==> src/uart_defs.svh <==
/*
  Register map, field positions, encodings and reset values of the
  serial channel pair. Assumes byte addresses on an 8-bit window and
  32-bit AXI4-Lite data.
*/
`ifndef UART_DEFS_SVH
`define UART_DEFS_SVH

// Bus geometry
`define ADDR_W      8

// Register byte offsets
`define OFF_TX_DATA 8'h00
`define OFF_RX_DATA 8'h04
`define OFF_CTRL    8'h08
`define OFF_PSEL    8'h0c
`define OFF_STATUS  8'h10
`define OFF_START   8'h14
`define OFF_HALT    8'h18
`define OFF_LEVEL   8'h1c
`define OFF_DRIVE   8'h20

// Register value fields
`define F_DIV       15:9
`define F_DATA      8:0
`define F_CTRL      10:0
`define F_PSEL      7:0
`define F_FLAG      0

// Control register fields
`define C_LEN       1:0
`define C_MSB       2
`define C_INV       3
`define C_PAR       5:4
`define C_STOP2     6
`define C_CONT      7
`define C_PICK_TX   8
`define C_PICK_RX   9
`define C_WAKE      10

// Prescaler select fields
`define P_SEL0      3:0
`define P_SEL1      7:4

// Status bits
`define S_TX_RUN    0
`define S_RX_RUN    1
`define S_TX_FULL   2
`define S_TX_BUSY   3
`define S_RX_FULL   4
`define S_FE        5
`define S_PE        6
`define S_OVF       7

// Channel bits of the start and halt registers
`define CH_TX       0
`define CH_RX       1

// Encodings
`define LEN_7       2'h1
`define LEN_8       2'h2
`define LEN_9       2'h3
`define DLEN_7      4'h7
`define DLEN_8      4'h8
`define DLEN_9      4'h9
`define PAR_NONE    2'h0
`define PAR_ZERO    2'h1
`define PAR_EVEN    2'h2
`define PAR_ODD     2'h3
`define RESP_OKAY   2'h0
`define RESP_SLVERR 2'h2

// Reset values
`define CTRL_RST    11'h002
`define PSEL_RST    8'h00
`define DIV_RST     7'h00
`define LINE_RST    1'h1

`endif

==> src/uart_pkg.sv <==
/*
  Types of the serial channel pair: state enums and the state records.
  Assumes nothing beyond the register layout header.
*/
package uart_pkg;

  typedef enum logic [0:0] {TX_IDLE, TX_SEND} tx_state_e;
  typedef enum logic [1:0] {RX_IDLE, RX_START, RX_DATA} rx_state_e;

  typedef struct packed {
    logic [14:0] cnt;
    logic        tick_tx;
    logic        tick_rx;
  } presc_state_s;

  typedef struct packed {
    logic        awready;
    logic        wready;
    logic        bvalid;
    logic [1:0]  bresp;
    logic        arready;
    logic        rvalid;
    logic [1:0]  rresp;
    logic [31:0] rdata;
    logic        aw_hold;
    logic        w_hold;
    logic [7:0]  waddr;
    logic [31:0] wdat;
    logic [3:0]  wstb;
    logic [10:0] ctrl;
    logic [7:0]  psel;
    logic [6:0]  tx_div;
    logic [6:0]  rx_div;
    logic [8:0]  tx_buf;
    logic        tx_full;
    logic [8:0]  rx_buf;
    logic        rx_full;
    logic        tx_run;
    logic        rx_run;
    logic        fe;
    logic        pe;
    logic        ovf;
    logic        drive_en;
    logic        line;
    tx_state_e   txs;
    logic [11:0] tx_sh;
    logic [3:0]  tx_left;
    logic [7:0]  tx_cnt;
    rx_state_e   rxs;
    logic [9:0]  rx_sh;
    logic [3:0]  rx_idx;
    logic [7:0]  rx_cnt;
    logic        tx_irq;
    logic        rx_irq;
    logic        rx_err_irq;
  } pair_state_s;

endpackage

==> src/uart_channel_pair.sv <==
/*
  Start-stop serial channel pair: channel 0 transmits on tx_pin and
  channel 1 receives on rx_pin, with registers on AXI4-Lite. Assumes
  rx_pin already synchronous to aclk and one clock domain.
*/
// Design decisions made here: the AXI4-Lite register port and the register addresses.
`timescale 1ns/10ps
`include "uart_defs.svh"

// Overview of operation
// - Frame: start, data, parity, stop bits
// - Even channel sends, odd channel receives
// - Data length selectable 7, 8, 9
// - MSB-first or LSB-first shifting selectable
// - Line inversion selectable for both directions
// - Parity none, zero, even, odd; even and odd checked
// - One or two stop bits; stop checked
// - Transmit event: frame end or buffer empty
// - Framing, parity, overrun raise error event
// - Nine-bit mode sends data bits 0-8
// - Start bit runs only that channel
// - Halt bit clears channel running flag
// - Drive disabled: line free for software
// - Clock gate off resets whole unit
// - Channel 0 transmits, channel 1 receives
// - Wake mode receives during low-power stop
// - Operation clock from one of two prescalers
module uart_channel_pair
(
  // Clock and reset
  input  wire logic              aclk,
  input  wire logic              aresetn,
  // AXI4-Lite write address
  input  wire logic [`ADDR_W-1:0] awaddr,
  input  wire logic [2:0]        awprot,
  input  wire logic              awvalid,
  output logic                   awready,
  // AXI4-Lite write data
  input  wire logic [31:0]       wdata,
  input  wire logic [3:0]        wstrb,
  input  wire logic              wvalid,
  output logic                   wready,
  // AXI4-Lite write response
  output logic [1:0]             bresp,
  output logic                   bvalid,
  input  wire logic              bready,
  // AXI4-Lite read address
  input  wire logic [`ADDR_W-1:0] araddr,
  input  wire logic [2:0]        arprot,
  input  wire logic              arvalid,
  output logic                   arready,
  // AXI4-Lite read data
  output logic [31:0]            rdata,
  output logic [1:0]             rresp,
  output logic                   rvalid,
  input  wire logic              rready,
  // Clock gate and low-power state
  input  wire logic              periph_clk_en,
  input  wire logic              low_power_stop,
  // Serial lines
  input  wire logic              rx_pin,
  output logic                   tx_pin,
  // Channel events
  output logic                   tx_irq,
  output logic                   rx_irq,
  output logic                   rx_err_irq
);
  import uart_pkg::*;

  pair_state_s s;
  pair_state_s next_s;
  logic        unit_rst_n;
  logic        tick_tx;
  logic        tick_rx;
  logic        wr_go;
  logic [31:0] mk;
  logic [31:0] wv;
  logic [31:0] t;
  logic [32:0] rw;
  logic [12:0] f;
  logic        rxb;
  logic [3:0]  dn;
  logic [8:0]  raw;
  logic        pbit;
  logic        perr;
  logic        ferr;
  logic        oerr;

  // Byte-lane mask from write strobes
  function automatic logic [31:0] strb_mask(input logic [3:0] b);
    strb_mask = {{8{b[3]}}, {8{b[2]}}, {8{b[1]}}, {8{b[0]}}};
  endfunction

  // Data field length in bits
  function automatic logic [3:0] dlen(input logic [1:0] l);
    case (l)
      `LEN_7:  dlen = `DLEN_7;
      `LEN_9:  dlen = `DLEN_9;
      default: dlen = `DLEN_8;
    endcase
  endfunction

  // Bits after the start bit up to the first stop bit
  function automatic logic [3:0] rx_bits(input logic [10:0] c);
    rx_bits = dlen(c[`C_LEN]) + {3'h0, c[`C_PAR] != `PAR_NONE} + 4'h1;
  endfunction

  // Whole transmitted frame length
  function automatic logic [3:0] tx_bits(input logic [10:0] c);
    tx_bits = rx_bits(c) + 4'h1 + {3'h0, c[`C_STOP2]};
  endfunction

  // One bit period minus one, in operation clock ticks
  function automatic logic [7:0] per_m1(input logic [6:0] d);
    per_m1 = {d, 1'h1};
  endfunction

  // Reverse the low n bits
  function automatic logic [8:0] rev(input logic [8:0] d, input logic [3:0] n);
    rev = '0;
    for (int i = 0; i < 9; i++)
      if (i < n)
        rev[i] = d[n - 1 - i];
  endfunction

  // Frame bits, first to send in bit 0
  function automatic logic [12:0] frame(input logic [8:0] d, input logic [10:0] c);
    logic [3:0] n;
    logic [8:0] m;
    logic [8:0] o;
    logic       pb;
    n = dlen(c[`C_LEN]);
    m = d & ~(9'h1ff << n);
    o = c[`C_MSB] ? rev(m, n) : m;
    case (c[`C_PAR])
      `PAR_EVEN: pb = ^m;
      `PAR_ODD:  pb = ~^m;
      default:   pb = 1'h0;
    endcase
    frame    = '1;
    frame[0] = 1'h0;
    for (int i = 0; i < 9; i++)
      if (i < n)
        frame[i + 1] = o[i];
    if (c[`C_PAR] != `PAR_NONE)
      frame[n + 4'h1] = pb;
  endfunction

  // Register read mux: bit 32 marks a mapped address
  function automatic logic [32:0] rd_word(input pair_state_s st, input logic [7:0] a);
    rd_word = {1'h1, 32'h0};
    case (a)
      `OFF_TX_DATA: rd_word[31:0] = {16'h0, st.tx_div, st.tx_buf};
      `OFF_RX_DATA: rd_word[31:0] = {16'h0, st.rx_div, st.rx_buf};
      `OFF_CTRL:    rd_word[`F_CTRL] = st.ctrl;
      `OFF_PSEL:    rd_word[`F_PSEL] = st.psel;
      `OFF_STATUS:
      begin
        rd_word[`S_TX_RUN]  = st.tx_run;
        rd_word[`S_RX_RUN]  = st.rx_run;
        rd_word[`S_TX_FULL] = st.tx_full;
        rd_word[`S_TX_BUSY] = (st.txs == TX_SEND);
        rd_word[`S_RX_FULL] = st.rx_full;
        rd_word[`S_FE]      = st.fe;
        rd_word[`S_PE]      = st.pe;
        rd_word[`S_OVF]     = st.ovf;
      end
      `OFF_START,
      `OFF_HALT:    ;
      `OFF_LEVEL:   rd_word[`F_FLAG] = st.line;
      `OFF_DRIVE:   rd_word[`F_FLAG] = st.drive_en;
      default:      rd_word[32] = 1'h0;
    endcase
  endfunction

  // Clock gate off holds the unit in reset
  assign unit_rst_n = aresetn & periph_clk_en;

  // Operation clock ticks for both channels
  uart_prescaler u_presc
  (
    .aclk    (aclk),
    .rst_n   (unit_rst_n),
    .psel    (s.psel),
    .pick_tx (s.ctrl[`C_PICK_TX]),
    .pick_rx (s.ctrl[`C_PICK_RX]),
    .tick_tx (tick_tx),
    .tick_rx (tick_rx)
  );

  // Next-state logic: transmitter, bus, then receiver so sets win
  always_comb
  begin
    next_s            = s;
    wr_go             = s.aw_hold && s.w_hold && !s.bvalid;
    mk                = strb_mask(s.wstb);
    wv                = (32'(rd_word(s, s.waddr)) & ~mk) | (s.wdat & mk);
    t                 = s.wdat & mk;
    rw                = rd_word(s, araddr);
    f                 = frame(s.tx_buf, s.ctrl);
    rxb               = rx_pin ^ s.ctrl[`C_INV];
    dn                = dlen(s.ctrl[`C_LEN]);
    raw               = s.rx_sh[8:0] & ~(9'h1ff << dn);
    pbit              = s.rx_sh[dn];
    perr              = 1'h0;
    ferr              = 1'h0;
    oerr              = 1'h0;
    next_s.tx_irq     = 1'h0;
    next_s.rx_irq     = 1'h0;
    next_s.rx_err_irq = 1'h0;

    // Transmit channel 0
    case (s.txs)
      TX_IDLE:
        if (s.tx_run && s.tx_full)
        begin
          next_s.txs     = TX_SEND;
          next_s.tx_full = 1'h0;
          next_s.tx_sh   = f[12:1];
          next_s.tx_left = tx_bits(s.ctrl) - 4'h1;
          next_s.tx_cnt  = per_m1(s.tx_div);
          next_s.tx_irq  = s.ctrl[`C_CONT];
          if (s.drive_en)
            next_s.line = f[0] ^ s.ctrl[`C_INV];
        end
        else if (s.tx_run && s.drive_en)
          next_s.line = ~s.ctrl[`C_INV];
      TX_SEND:
        if (!s.tx_run)
          next_s.txs = TX_IDLE;
        else if (tick_tx && s.tx_cnt != 8'h00)
          next_s.tx_cnt = s.tx_cnt - 8'h01;
        else if (tick_tx && s.tx_left == 4'h0)
        begin
          next_s.txs    = TX_IDLE;
          next_s.tx_irq = !s.ctrl[`C_CONT];
        end
        else if (tick_tx)
        begin
          next_s.tx_sh   = s.tx_sh >> 1;
          next_s.tx_left = s.tx_left - 4'h1;
          next_s.tx_cnt  = per_m1(s.tx_div);
          if (s.drive_en)
            next_s.line = s.tx_sh[0] ^ s.ctrl[`C_INV];
        end
      default: next_s.txs = TX_IDLE;
    endcase

    // Bus write channels
    if (awvalid && s.awready)
    begin
      next_s.aw_hold = 1'h1;
      next_s.awready = 1'h0;
      next_s.waddr   = awaddr;
    end
    if (wvalid && s.wready)
    begin
      next_s.w_hold = 1'h1;
      next_s.wready = 1'h0;
      next_s.wdat   = wdata;
      next_s.wstb   = wstrb;
    end
    if (s.bvalid && bready)
    begin
      next_s.bvalid  = 1'h0;
      next_s.awready = 1'h1;
      next_s.wready  = 1'h1;
    end

    // Register write effects
    if (wr_go)
    begin
      next_s.aw_hold = 1'h0;
      next_s.w_hold  = 1'h0;
      next_s.bvalid  = 1'h1;
      next_s.bresp   = `RESP_OKAY;
      case (s.waddr)
        `OFF_TX_DATA:
        begin
          next_s.tx_div  = wv[`F_DIV];
          next_s.tx_buf  = wv[`F_DATA];
          next_s.tx_full = 1'h1;
        end
        `OFF_RX_DATA: next_s.rx_div = wv[`F_DIV];
        `OFF_CTRL:    next_s.ctrl   = wv[`F_CTRL];
        `OFF_PSEL:    next_s.psel   = wv[`F_PSEL];
        `OFF_STATUS:
        begin
          if (t[`S_FE])
            next_s.fe = 1'h0;
          if (t[`S_PE])
            next_s.pe = 1'h0;
          if (t[`S_OVF])
            next_s.ovf = 1'h0;
        end
        `OFF_START:
        begin
          if (t[`CH_TX])
            next_s.tx_run = 1'h1;
          if (t[`CH_RX])
            next_s.rx_run = 1'h1;
        end
        `OFF_HALT:
        begin
          if (t[`CH_TX])
            next_s.tx_run = 1'h0;
          if (t[`CH_RX])
            next_s.rx_run = 1'h0;
        end
        `OFF_LEVEL:
          if (!s.drive_en)
            next_s.line = wv[`F_FLAG];
        `OFF_DRIVE:   next_s.drive_en = wv[`F_FLAG];
        default:      next_s.bresp = `RESP_SLVERR;
      endcase
    end

    // Bus read channels
    if (s.rvalid && rready)
    begin
      next_s.rvalid  = 1'h0;
      next_s.arready = 1'h1;
    end
    if (arvalid && s.arready)
    begin
      next_s.rvalid  = 1'h1;
      next_s.arready = 1'h0;
      next_s.rdata   = rw[31:0];
      next_s.rresp   = rw[32] ? `RESP_OKAY : `RESP_SLVERR;
      if (araddr == `OFF_RX_DATA)
        next_s.rx_full = 1'h0;
    end

    // Receive channel 1
    case (s.rxs)
      RX_IDLE:
        if (s.rx_run && !rxb && (!low_power_stop || s.ctrl[`C_WAKE]))
        begin
          next_s.rxs    = RX_START;
          next_s.rx_cnt = {1'h0, s.rx_div};
        end
      RX_START:
        if (!s.rx_run)
          next_s.rxs = RX_IDLE;
        else if (tick_rx && s.rx_cnt != 8'h00)
          next_s.rx_cnt = s.rx_cnt - 8'h01;
        else if (tick_rx && rxb)
          next_s.rxs = RX_IDLE;
        else if (tick_rx)
        begin
          next_s.rxs    = RX_DATA;
          next_s.rx_idx = 4'h0;
          next_s.rx_cnt = per_m1(s.rx_div);
        end
      RX_DATA:
        if (!s.rx_run)
          next_s.rxs = RX_IDLE;
        else if (tick_rx && s.rx_cnt != 8'h00)
          next_s.rx_cnt = s.rx_cnt - 8'h01;
        else if (tick_rx && s.rx_idx == rx_bits(s.ctrl) - 4'h1)
        begin
          perr = ((s.ctrl[`C_PAR] == `PAR_EVEN) && (^raw ^ pbit)) ||
                 ((s.ctrl[`C_PAR] == `PAR_ODD) && !(^raw ^ pbit));
          ferr = !rxb;
          oerr = next_s.rx_full;
          next_s.rxs        = RX_IDLE;
          next_s.rx_buf     = s.ctrl[`C_MSB] ? rev(raw, dn) : raw;
          next_s.rx_full    = 1'h1;
          next_s.rx_irq     = 1'h1;
          next_s.fe         = next_s.fe | ferr;
          next_s.pe         = next_s.pe | perr;
          next_s.ovf        = next_s.ovf | oerr;
          next_s.rx_err_irq = perr | ferr | oerr;
        end
        else if (tick_rx)
        begin
          next_s.rx_sh[s.rx_idx] = rxb;
          next_s.rx_idx          = s.rx_idx + 4'h1;
          next_s.rx_cnt          = per_m1(s.rx_div);
        end
      default: next_s.rxs = RX_IDLE;
    endcase
  end

  // State register; gate-off acts like reset
  always_ff @(posedge aclk)
  begin
    if (!unit_rst_n)
    begin
      s         <= '0;
      s.awready <= 1'h1;
      s.wready  <= 1'h1;
      s.arready <= 1'h1;
      s.ctrl    <= `CTRL_RST;
      s.psel    <= `PSEL_RST;
      s.tx_div  <= `DIV_RST;
      s.rx_div  <= `DIV_RST;
      s.line    <= `LINE_RST;
    end
    else
      s <= next_s;
  end

  // Outputs straight from the state register
  assign awready    = s.awready;
  assign wready     = s.wready;
  assign bresp      = s.bresp;
  assign bvalid     = s.bvalid;
  assign arready    = s.arready;
  assign rdata      = s.rdata;
  assign rresp      = s.rresp;
  assign rvalid     = s.rvalid;
  assign tx_pin     = s.line;
  assign tx_irq     = s.tx_irq;
  assign rx_irq     = s.rx_irq;
  assign rx_err_irq = s.rx_err_irq;
endmodule

==> src/uart_prescaler.sv <==
/*
  Two power-of-two prescalers sharing one counter, and the per-channel
  choice of operation clock tick. Assumes one system clock and a
  synchronous active-low reset.
*/
`timescale 1ns/10ps
`include "uart_defs.svh"

module uart_prescaler
(
  // Clock and reset
  input  wire logic       aclk,
  input  wire logic       rst_n,
  // Prescaler selects and channel picks
  input  wire logic [7:0] psel,
  input  wire logic       pick_tx,
  input  wire logic       pick_rx,
  // Operation clock ticks
  output logic            tick_tx,
  output logic            tick_rx
);
  import uart_pkg::*;

  presc_state_s s;
  presc_state_s next_s;
  logic         t0;
  logic         t1;

  // True once every 2^k system clocks
  function automatic logic due(input logic [14:0] c, input logic [3:0] k);
    logic [14:0] m;
    m   = 15'h7fff >> (4'hf - k);
    due = ((c & m) == m);
  endfunction

  // Divider chain and tick selection
  always_comb
  begin
    next_s         = s;
    next_s.cnt     = s.cnt + 15'h0001;
    t0             = due(s.cnt, psel[`P_SEL0]);
    t1             = due(s.cnt, psel[`P_SEL1]);
    next_s.tick_tx = pick_tx ? t1 : t0;
    next_s.tick_rx = pick_rx ? t1 : t0;
  end

  // State register
  always_ff @(posedge aclk)
  begin
    if (!rst_n)
      s <= '0;
    else
      s <= next_s;
  end

  assign tick_tx = s.tick_tx;
  assign tick_rx = s.tick_rx;

endmodule

==> config.mk <==
export PLATFORM = sky130hd
export DESIGN_NAME = uart_channel_pair
export DESIGN_NICKNAME = d
export VERILOG_FILES = /design/src/uart_pkg.sv /design/src/uart_channel_pair.sv /design/src/uart_prescaler.sv
export VERILOG_INCLUDE_DIRS = /design/src /design/src/src
export SDC_FILE = /design/constraint.sdc
export NUM_CORES = 1
export LEC_CHECK = 0
export BUFFER_PORTS_ARGS = -buffer_cell sky130_fd_sc_hd__buf_4
export CAP_MARGIN = 20
export CORE_MARGIN = 2
export CORE_UTILIZATION = 35
export CTS_CLUSTER_SIZE = 16
export DETAILED_ROUTE_END_ITERATION = 6
export GPL_ROUTABILITY_DRIVEN = 0
export PLACE_DENSITY = 0.62
export SYNTH_ARGS = -nofsm -noshare
export SYNTH_HDL_FRONTEND = slang
export SYNTH_SLANG_ARGS = --single-unit
export TNS_END_PERCENT = 20
==> constraint.sdc <==
create_clock -name aclk -period 3.57 [get_ports aclk]
set_clock_uncertainty 0.2 [all_clocks]
set_input_delay 0.714 -clock aclk [delete_from_list [all_inputs] [get_ports aclk]]
set_output_delay 0.714 -clock aclk [all_outputs]
set_load 0.01 [all_outputs]
; ---- Word-level counts from Yosys, hierarchy flattened
; Index checks and enable logic that the tools add are counted.
[word_totals]
out_inout_bits = 45
ff_bits = 198
word_cells = 402
[op_classes]
n_shift = 3
n_eq_ne = 53
bitwise = 26
n_reduce_logical = 62
n_addsub = 25
order_cmp = 23
muxes = 168
[ops]
columns = cell, count
row1 = "less-than comparator 32 x 5 -> 1 bit, second input constant", 9
row2 = "subtractor 32 x 3 -> 32 bit, second input constant", 4
row3 = 2-to-1 mux 1 bit, 85
row4 = binary-select mux 1 bit (select 4 bit), 19
row5 = 2-to-1 mux 24 bit, 3
row6 = case mux 7 bit (5 select lines), 2
row7 = "== test 8 x 5 -> 1 bit, second input constant", 8
row8 = "subtractor 32 x 2 -> 32 bit, second input constant", 2
row9 = case mux 26 bit (2 select lines), 1
row10 = 2-to-1 mux 12 bit, 4
row11 = 2-to-1 mux 22 bit, 2
row12 = 2-to-1 mux 36 bit, 1
row13 = bitwise AND 16 bit, 2
row14 = "== test 8 x 4 -> 1 bit, second input constant", 4
row15 = 2-to-1 mux 8 bit, 4
row16 = "subtractor 32 x 1 -> 32 bit, second input constant", 1
row17 = bitwise AND 15 bit, 2
row18 = == test 15 bit, 2
row19 = "right shift 15 x 4 -> 15 bit, first input constant", 2
row20 = "!= test 2 bit, second input constant", 14
row21 = 2-to-1 mux 25 bit, 1
row22 = 2-to-1 mux 4 bit, 6
row23 = case mux 8 bit (3 select lines), 1
row24 = 2-to-1 mux 2 bit, 11
row25 = 69 further kinds, 170

; ---- Depth between registers and ports, before layout
; Gate-level depths: netlist of the first run.
[depth]
depth_word = 24
depth_mapped = 12
depth_no_buf = 11

; ---- Hierarchy
; Synthesis of the first run repeated with hierarchy kept, for this count alone.
[hier_totals]
hier_cells = 1315
hier_area_um2 = 10734.0
[by_module_without_submodules]
columns = module, cells_per_inst, area_each_um2, seq_area_each_um2, n_inst
row1 = uart_channel_pair, 1186, 9671.8, 3263.1, 1
row2 = uart_prescaler, 129, 1062.3, 340.3, 1

; ---- Least setup slack after synthesis of the first run
; Ideal clock, no wire load.
[synth_timing]
path_type = reg-to-reg
start = register s[101] (netlist name)
end = register s[14] (netlist name)
stages_incl_launch_ff = 13
path_slack_ps = 441
required_time_ps = 3300
arrival_time_ps = 2859
setup_time_ps = 70
cell_sequence = dfxtp_1 -> clkbuf_1 -> clkbuf_1 -> ha_1 -> inv_1 -> ha_1 -> xor2_1 -> nand4_1 -> nor2_1 -> or4b_1 -> buf_2 -> or4_1 -> a21oi_1
[synth_via]
elab_chain_len = 12
elab_cells_between_ends = 13
cone_classes = 3 x add/sub / 4 x eq/ne / 4 x mux / 2 x reduce/logical
[synth_lines]
columns = element, line
row1 = start: declaration, uart_channel_pair.sv:70  ; pair_state_s s;
row2 = start signal: assignment, uart_channel_pair.sv:401  ; s <= next_s;
row3 = == test 2 bit or == test 2 x 1 -> 1 bit (tied branches), uart_channel_pair.sv:96  ; case (l)
row4 = case mux 4 bit (2 select lines) *, uart_channel_pair.sv:96
row5 = 2-to-1 mux 4 bit *, uart_channel_pair.sv:358  ; else if (tick_rx && s.rx_cnt != 8'h00)
row6 = 2-to-1 mux 4 bit *, uart_channel_pair.sv:356  ; if (!s.rx_run)
row7 = 2-to-1 mux 4 bit *, uart_channel_pair.sv:335  ; case (s.rxs)
row8 = adder 4 x 1 -> 4 bit * (2 in series), uart_channel_pair.sv:105  ; rx_bits = dlen(c[`C_LEN]) + {3'h0, c[`C_PAR] != `PAR_NONE} + 4'h1;
row9 = subtractor 4 x 1 -> 4 bit *, uart_channel_pair.sv:360  ; else if (tick_rx && s.rx_idx == rx_bits(s.ctrl) - 4'h1)
row10 = == test 4 bit *, uart_channel_pair.sv:360
row11 = logical AND 1 bit *, uart_channel_pair.sv:360
row12 = != test 2 bit (no source line) *, --
row13 = AND reduction 9 bit (no source line) *, --
; Mark *: on every way between the ends. The rest lies on a longest branch, timed or not. The select of a mux whose other input is x is not followed.
; A chain may end at the register's enable or synchronous reset.

; ---- Worst setup path after layout of the first run
; Ends and elaborated chain as after synthesis.

==> run metrics, run 1 <==
CP cell instances inv_1 > nor2_1 > ha_1 > xor2_1 > nand4_1 > nor2_1 > or4b_1 > or4_1 > a21oi_1; Reg clk slew, reported paths about 0.070 ns; row cnt slightly above 60; Clock Path Buffers 2; leakage 3.94 nW; Die W around 170 um; layout cell share with drive strength beyond 1 0.123; Buf/Inv on CP 1; setup_tns 0 ns; synth cell count leaders 180 x dfxtp_1, 139 x nor2_1, 130 x nand2_1; cells after synthesis between 1000 and 1500; Worst EP arrival 3.30 ns; NumNets Final 1381; Post-synth EDFFs 0; final worst setup slack around 0.43 ns; ys flop type dfxtp_1; number of remaining DRC errors 0; CP max stage cell or4b_1; pre-CTS setup slack roughly 0.52 ns; Post-CTS Setup Bufs 0; antenna diode count 0; Final Critical Period between 3 and 4 ns; wirelength, routed about 29000 um; Worst EP required ~3.7 ns; vias in the first global route slightly below 9000; Yosys top cell by area dfxtp_1; Wirelength per Cell 17.1 um; total die area a little over 0.03 sq mm; Synth Cell Area 0.0101 sq mm; status completed; number of port buffers 70; num ports about 110; CTS tree done; Yosys Warn Count 0; Synth Register Bits 180; Pre-Repair DR Iteration Count 6; Fmax roughly 320 MHz; area added between synthesis and finish 12.3%; Synth top area share 0.356; Avg Inst Size Synth between 7 and 8 sq um; crit path max fanout 7; max-slew violation count 0; Clock Sinks 180; Vias per Instance around 5.5; global route total overflow 0; gr usage total 0.192; largest net degree at the start of global routing about 140; post-route clock period utilization 0.880; Max-cap violations 0; leading post-synthesis cells by cell area dfxtp_1 36%, a21oi_1 6.1%, nor2_1 5.2%, nand2_1 4.8%, a211oi_1 3.9%; vias post-DR approximately 9300; CP endpoint kind flip-flop; initial antenna violation count 1; crit-path leading delay family simple AND/OR/NAND/NOR gates; Relative slew margins 0.401; post-synthesis cell type count 70; total power 4.12 mW; Fin. Hold Viols 0; # resized after CTS 0; RSZ-0062 raised after global routing no; most used cell, CP nor2_1; CTS buffer count 17; Hold Crit Class flip-flop to flip-flop; post-cts hold buffer count 0; setup violators final 0; critical path startpoint category flip-flop; initial drt markers between 800 and 900; core area around 0.029 sq mm; Cell Pwr Density about 360 mW/mm^2; register-to-register setup slack 0.43 ns; H-tree depth 4; Worst VDD drop between 0.0002 and 0.0003 V; post-DP HPWL 20600 um; Seq/Total Area, Yosys 0.356; Die H 174 um; most frequent cell after synthesis dfxtp_1; CTS root buf clkbuf_16; Worst Setup Path Type flip-flop to flip-flop; Initial Utilization 0.354; slowest stage delay, CP 0.64 ns; Post-synth ARST share 0; clk_lat worst skew 0.43 ns; worst slew pin tran around 0.9 ns; first-pass GRT wire length around 47000 um; Antenna Nets Post-Route 0
-- worst reg2reg max path, cell delays in order, from the launching register on --
cell and delay (ns):
dfxtp_1 0.50, inv_1 0.22, nor2_1 0.23, ha_1 0.28
xor2_1 0.15, nand4_1 0.12, nor2_1 0.08, or4b_1 0.64
or4_1 0.50, a21oi_1 0.15
-- cell usage in the layout, fill, tap and decap left out, drive strengths merged, types with 11 or more instances in the layout --
cell type / Yosys / routed
a211oi: 52 / 52
a21oi: 124 / 124
a221oi: 14 / 14
a22oi: 25 / 25
a31oi: 18 / 18
and3: 11 / 11
buf: 47 / 98
clkbuf: 84 / 22
conb: 1 / 18
dfxtp: 180 / 180
ha: 19 / 19
inv: 38 / 44
mux2: 11 / 11
mux2i: 37 / 37
nand2: 130 / 130
nand3: 33 / 33
nor2: 139 / 139
nor2b: 22 / 22
nor3: 29 / 29
nor4: 12 / 12
o211ai: 16 / 16
o21ai: 76 / 76
xnor2: 23 / 23
xor2: 13 / 13
-- layout make-up --
class,count,area (sq um)
tap,384,480
timing repair buffer,98,748
clock inverter,10,86.3
fill,2917,17300
clock buffer,22,474
inverter,38,143
multi-input combinational,958,5840
sequential,180,3600
-- worst paths after layout --
check / start / to / depth (start not counted)
worst min register to register: s[129] / s[129] / 2
worst max register to register: s[101] / s[14] / 9
worst max-delay path: s[101] / s[14] / 9
worst min-delay path: s[129] / s[129] / 2
-- cell families after synthesis --
group                      share of synthesized area
and+or+nand+nor                                0.211
buffers and inverters                         0.0766
other                                       0.000370
AOI/OAI and AO/OA                              0.233
DFF                                            0.356
muxes                                         0.0577
adders and majority gates                     0.0274
xor gates and xnor gates                      0.0378
-- power breakdown --
group / total (mW) / leakage (nW) / switching, mW / internal (mW)
logic: 0.238 / 2.22 / 0.150 / 0.0878
clock network: 1.83 / 0.267 / 0.862 / 0.966
registers: 2.05 / 1.45 / 0.0262 / 2.03
total: 4.12 / 3.94 / 1.04 / 3.08
-- flip-flops by register name, summed over array words and instances (netlist names), named ones only --
name	cells
rresp	1
mk	2
arready	1
u_presc.tick_tx	1
rdata	16
u_presc.tick_rx	1
tx_irq	1
rx_irq	1
tx_pin	1
rvalid	1
s	124
bresp	1
bvalid	1
wready	1
rx_err_irq	1
awready	1
u_presc.s	15
-- through the flow --
step                std cells  area (sq um)  utilization  hold slack, ns
finish                   1690         11400        0.397           0.261
global route             1690         11400        0.397           0.282
CTS                      1690         11400        0.397           0.259
detailed placement       1658         10800        0.378           0.249
global placement         1658         10800        0.378           0.243
floorplan                1307         10200            -           0.232
-- routing by layer --
layer  GRT usage  vias up  part of all wire
li1            -     4585                 -
met3      0.0354       26             0.064
met2       0.291      295              0.43
met1       0.281     4403              0.49
met4      0.0462        2             0.014
met5           0        -           0.00045
No activity file was read; power rests on OpenSTA's default activity.
==> run 2, diff against run 1 <==
- PLACE_DENSITY: 0.62 -> 0.6
==> run metrics, run 2 (synthesis gave the netlist of run 1 again) <==
Final Critical Period ~3.1 ns; wirelength, routed 29100 um; post-route clock period utilization 0.861; largest net degree at the start of global routing between 100 and 150; Die W approximately 170 um; core area approximately 0.029 sq mm; H-tree depth 4; # resized after CTS 0; Fin. Hold Viols 0; Worst VDD drop between 0.0003 and 0.0004 V; antenna diode count 0; worst slew pin tran 0.923 ns; max reg flops 124; Initial Utilization 0.354; CP max stage cell or4b_1; Cell Pwr Density 370 mW/mm^2; final worst setup slack between 0.4 and 0.5 ns; reg2reg end s[14]; Hold Crit Class flip-flop to flip-flop; multi-input logic area 0.00584 sq mm; critical path startpoint category flip-flop; crit path max fanout 7; global route total overflow 0; filler instances roughly 2900; setup violators final 0; Pre-Repair DR Iteration Count 5; clk_lat worst skew roughly 0.44 ns; Fmax roughly 330 MHz; most frequent cells in the layout 180 x dfxtp_1, 139 x nor2_1, 129 x nand2_1; register area 0.00360 sq mm; Worst EP arrival 3.24 ns; row cnt between 60 and 70; Clock Path Buffers 2; Reg clk slew, reported paths around 0.07 ns; Die H roughly 170 um; Vias per Instance 5.47; Post-CTS Setup Bufs 0; max-slew violation count 0; Hold Startpoint s[44]; first-pass GRT wire length about 47000 um; FF-to-FF path depth 10; pre-CTS setup slack a little over 0.5 ns; NumNets Final ~1400; CTS buffer count 17; CTS tree done; post-cts hold buffer count 0; CTS root buf clkbuf_16; post-DP HPWL around 21000 um; vias post-DR just over 9000; Largest Register s; status completed; Relative slew margins 0.384; setup_tns 0 ns; WHS Endpoint s[44]; Antenna Nets Post-Route 0; R2R Path Start s[105]; slowest stage delay, CP about 0.65 ns; Wirelength per Cell roughly 17 um; crit-path leading delay family simple AND/OR/NAND/NOR gates; initial drt markers 802; gr usage total 0.191; vias in the first global route between 8000 and 9000; total die area just over 0.03 sq mm; Buf/Inv on CP 1; number of port buffers 70; commonest non-fill, non-tap cell in the layout dfxtp_1; CP cell instances or2_2 > ha_1 > inv_1 > ha_1 > xor2_1 > nand4_1 > nor2_1 > or4b_1 > or4_1 > a21oi_1; initial antenna violation count 1; Clock Sinks 180; WHS Path Cells 2; leakage roughly 4.0 nW; area added between synthesis and finish 12.8%; Worst EP required 3.74 ns; register-to-register setup slack 0.50 ns; layout cell share with drive strength beyond 1 0.125; total power between 4 and 5 mW; RSZ-0062 raised after global routing no; most used cell, CP ha_1; CP endpoint kind flip-flop; number of remaining DRC errors 0; Worst Setup Path Type flip-flop to flip-flop; num ports about 110; Max-cap violations 0
run 2: area by class of cell:
class                      count  share of cell area
timing repair buffer         100              0.0668
clock buffer                  18              0.0384
sequential                   180               0.315
tap                          384              0.0420
multi-input combinational    958               0.511
inverter                      38              0.0125
clock inverter                14              0.0142
run 2: power breakdown:
| part | internal [mW] | switching (mW) | total (mW) |
|---|---|---|---|
| clock network | 1.02 | 0.916 | 1.93 |
| logic | 0.0883 | 0.149 | 0.237 |
| registers | 2.03 | 0.0270 | 2.05 |
run 2: worst max path at each step:
stage | start | to | slack (ns) | cells after the start
2_1_floorplan | s[101] | s[14] | 0.44 | 12
3_3_place_gp | s[105] | s[14] | 0.56 | 10
3_5_place_dp | s[105] | s[14] | 0.52 | 10
4_1_cts | s[101] | s[14] | 0.50 | 9
5_1_grt | s[101] | s[14] | 0.30 | 10
6_report | s[105] | s[14] | 0.50 | 10
run 2: worst register-to-register path, stage by stage, from the launching register on:
cell and delay (ns):
dfxtp_1 0.31, or2_2 0.34, ha_1 0.21, inv_1 0.07, ha_1 0.24, xor2_1 0.14, nand4_1 0.11, nor2_1 0.08
or4b_1 0.65, or4_1 0.51, a21oi_1 0.14
run 2: metrics by stage:
step / instances / area (sq um) / hold slack [ns] / utilization
final: 1692 / 11400 / 0.254 / 0.399
after global routing: 1692 / 11400 / 0.263 / 0.399
after CTS: 1692 / 11400 / 0.251 / 0.399
after detailed placement: 1660 / 10800 / 0.247 / 0.378
after global placement: 1660 / 10800 / 0.243 / 0.378
after floorplan: 1307 / 10200 / 0.232 / -
run 2: routing by layer:
metal / global-route usage / share of wire / up-vias
li1: - / - / 4602
met2: 0.290 / 0.43 / 267
met5: 0 / 0 / -
met1: 0.281 / 0.50 / 4372
met3: 0.0328 / 0.058 / 19
met4: 0.0466 / 0.012 / 0
==> run 3, diff against run 2 <==
- RECOVER_POWER: default -> 25
==> run metrics, run 3 (synthesis gave the netlist of run 1 again) <==
area added between synthesis and finish 12.5%; first-pass GRT wire length roughly 47000 um; status finished, violations left; clk_lat worst skew 0.44 ns; RSZ-0062 raised after global routing no; critical path startpoint category input pin; Final Critical Period ~3.2 ns; Finished Layout Cells 1692; core area between 0.02 and 0.03 sq mm; post-DP HPWL 21000 um; max-slew violation count approximately 140; H-tree depth 4; Fmax 313 MHz; Max-cap violations 1; CTS buffer count 17; Worst Setup Path Type input pin to flip-flop; hold_ws between 0.2 and 0.3 ns; crit path max fanout around 140; global route total overflow 0; Initial Utilization 0.354; Worst EP arrival approximately 3.2 ns; Cell Pwr Density between 300 and 400 mW/mm^2; Clock Sinks 180; Pre-Repair DR Iteration Count 5; final worst setup slack about 0.37 ns; Clock Path Buffers 2; CTS tree done; number of remaining DRC errors 0; Die H ~170 um; leakage just under 4 nW; Worst VDD drop just over 0.0003 V; wirelength, routed 29100 um; placed cells approximately 1700; total die area 0.0303 sq mm; layout cell share with drive strength beyond 1 0.121; pre-CTS setup slack approximately 0.52 ns; Largest Register s; post-cts hold buffer count 0; CTS root buf clkbuf_16; gr usage total 0.191; CP endpoint kind flip-flop; initial drt markers between 600 and 700; post-route clock period utilization 0.896; # resized after CTS 0; num ports 113; antenna diode count 0; Wirelength per Cell roughly 17 um; Reg clk slew, reported paths 0.07 ns; vias post-DR between 9000 and 10000; largest net degree at the start of global routing between 100 and 150; Relative slew margins -0.787; setup violators final 0; NumNets Final ~1400; row cnt 62; initial antenna violation count 1; Post-CTS Setup Bufs 0; Hold Crit Class flip-flop to flip-flop; setup_tns 0 ns; commonest non-fill, non-tap cell in the layout dfxtp_1; Die W about 170 um; failing checks max-capacitance violations, max-slew violations; Antenna Nets Post-Route 0; max reg flops 124; Worst EP required 3.57 ns; most frequent cells in the layout 180 x dfxtp_1, 139 x nor2_1, 129 x nand2_1; vias in the first global route roughly 8400; worst slew pin tran about 2.7 ns; Vias per Instance about 5.5; number of port buffers 70; Fin. Hold Viols 0
## run 3: layout make-up
type,count,area (sq um)
Timing Repair Buffer,100,726
Clock buffer,18,439
Inverter,38,143
Sequential cell,180,3600
Tap cell,384,480
Clock inverter,14,163
Fill cell,2883,17200
Multi-Input combinational cell,958,5840
## run 3: path summary, 6_finish.rpt
kind / start / end / slack [ns] / cells after the start
worst min register to register: s[44] / s[44] / 0.26 / 2
worst min-delay path: s[44] / s[44] / 0.26 / 2
worst max-delay path: aresetn / s[55] / 0.37 / 4
worst max register to register: s[101] / s[14] / 0.47 / 9
## run 3: metal layers
metal	wire length, um	vias up	track usage
li1	-	4598	-
met1	14400	4398	0.281
met2	12700	286	0.290
met3	1660	21	0.0328
met4	337	0	0.0466
met5	0	-	0
## run 3: per-stage QoR
stage	util	cell area, sq um	power [mW]
6_report	0.398	11400	4.22
4_1_cts	0.399	11400	4.26
3_5_place_dp	0.378	10800	2.34
5_1_grt	0.398	11400	4.36
3_3_place_gp	0.378	10800	2.34
2_1_floorplan	-	10200	2.25
## run 3: worst max-delay path: stages
cell,delay (ns)
clkbuf_1,0.12
nand2_4,0.09
buf_2,1.82
o22ai_1,0.31
## run 3: report_power, final
part,internal (mW),total (mW),switching [mW],leakage [nW]
logic,0.0860,0.234,0.148,2.20
clock network,1.02,1.93,0.914,0.291
registers,2.03,2.05,0.0270,1.45
total,3.13,4.22,1.09,3.94
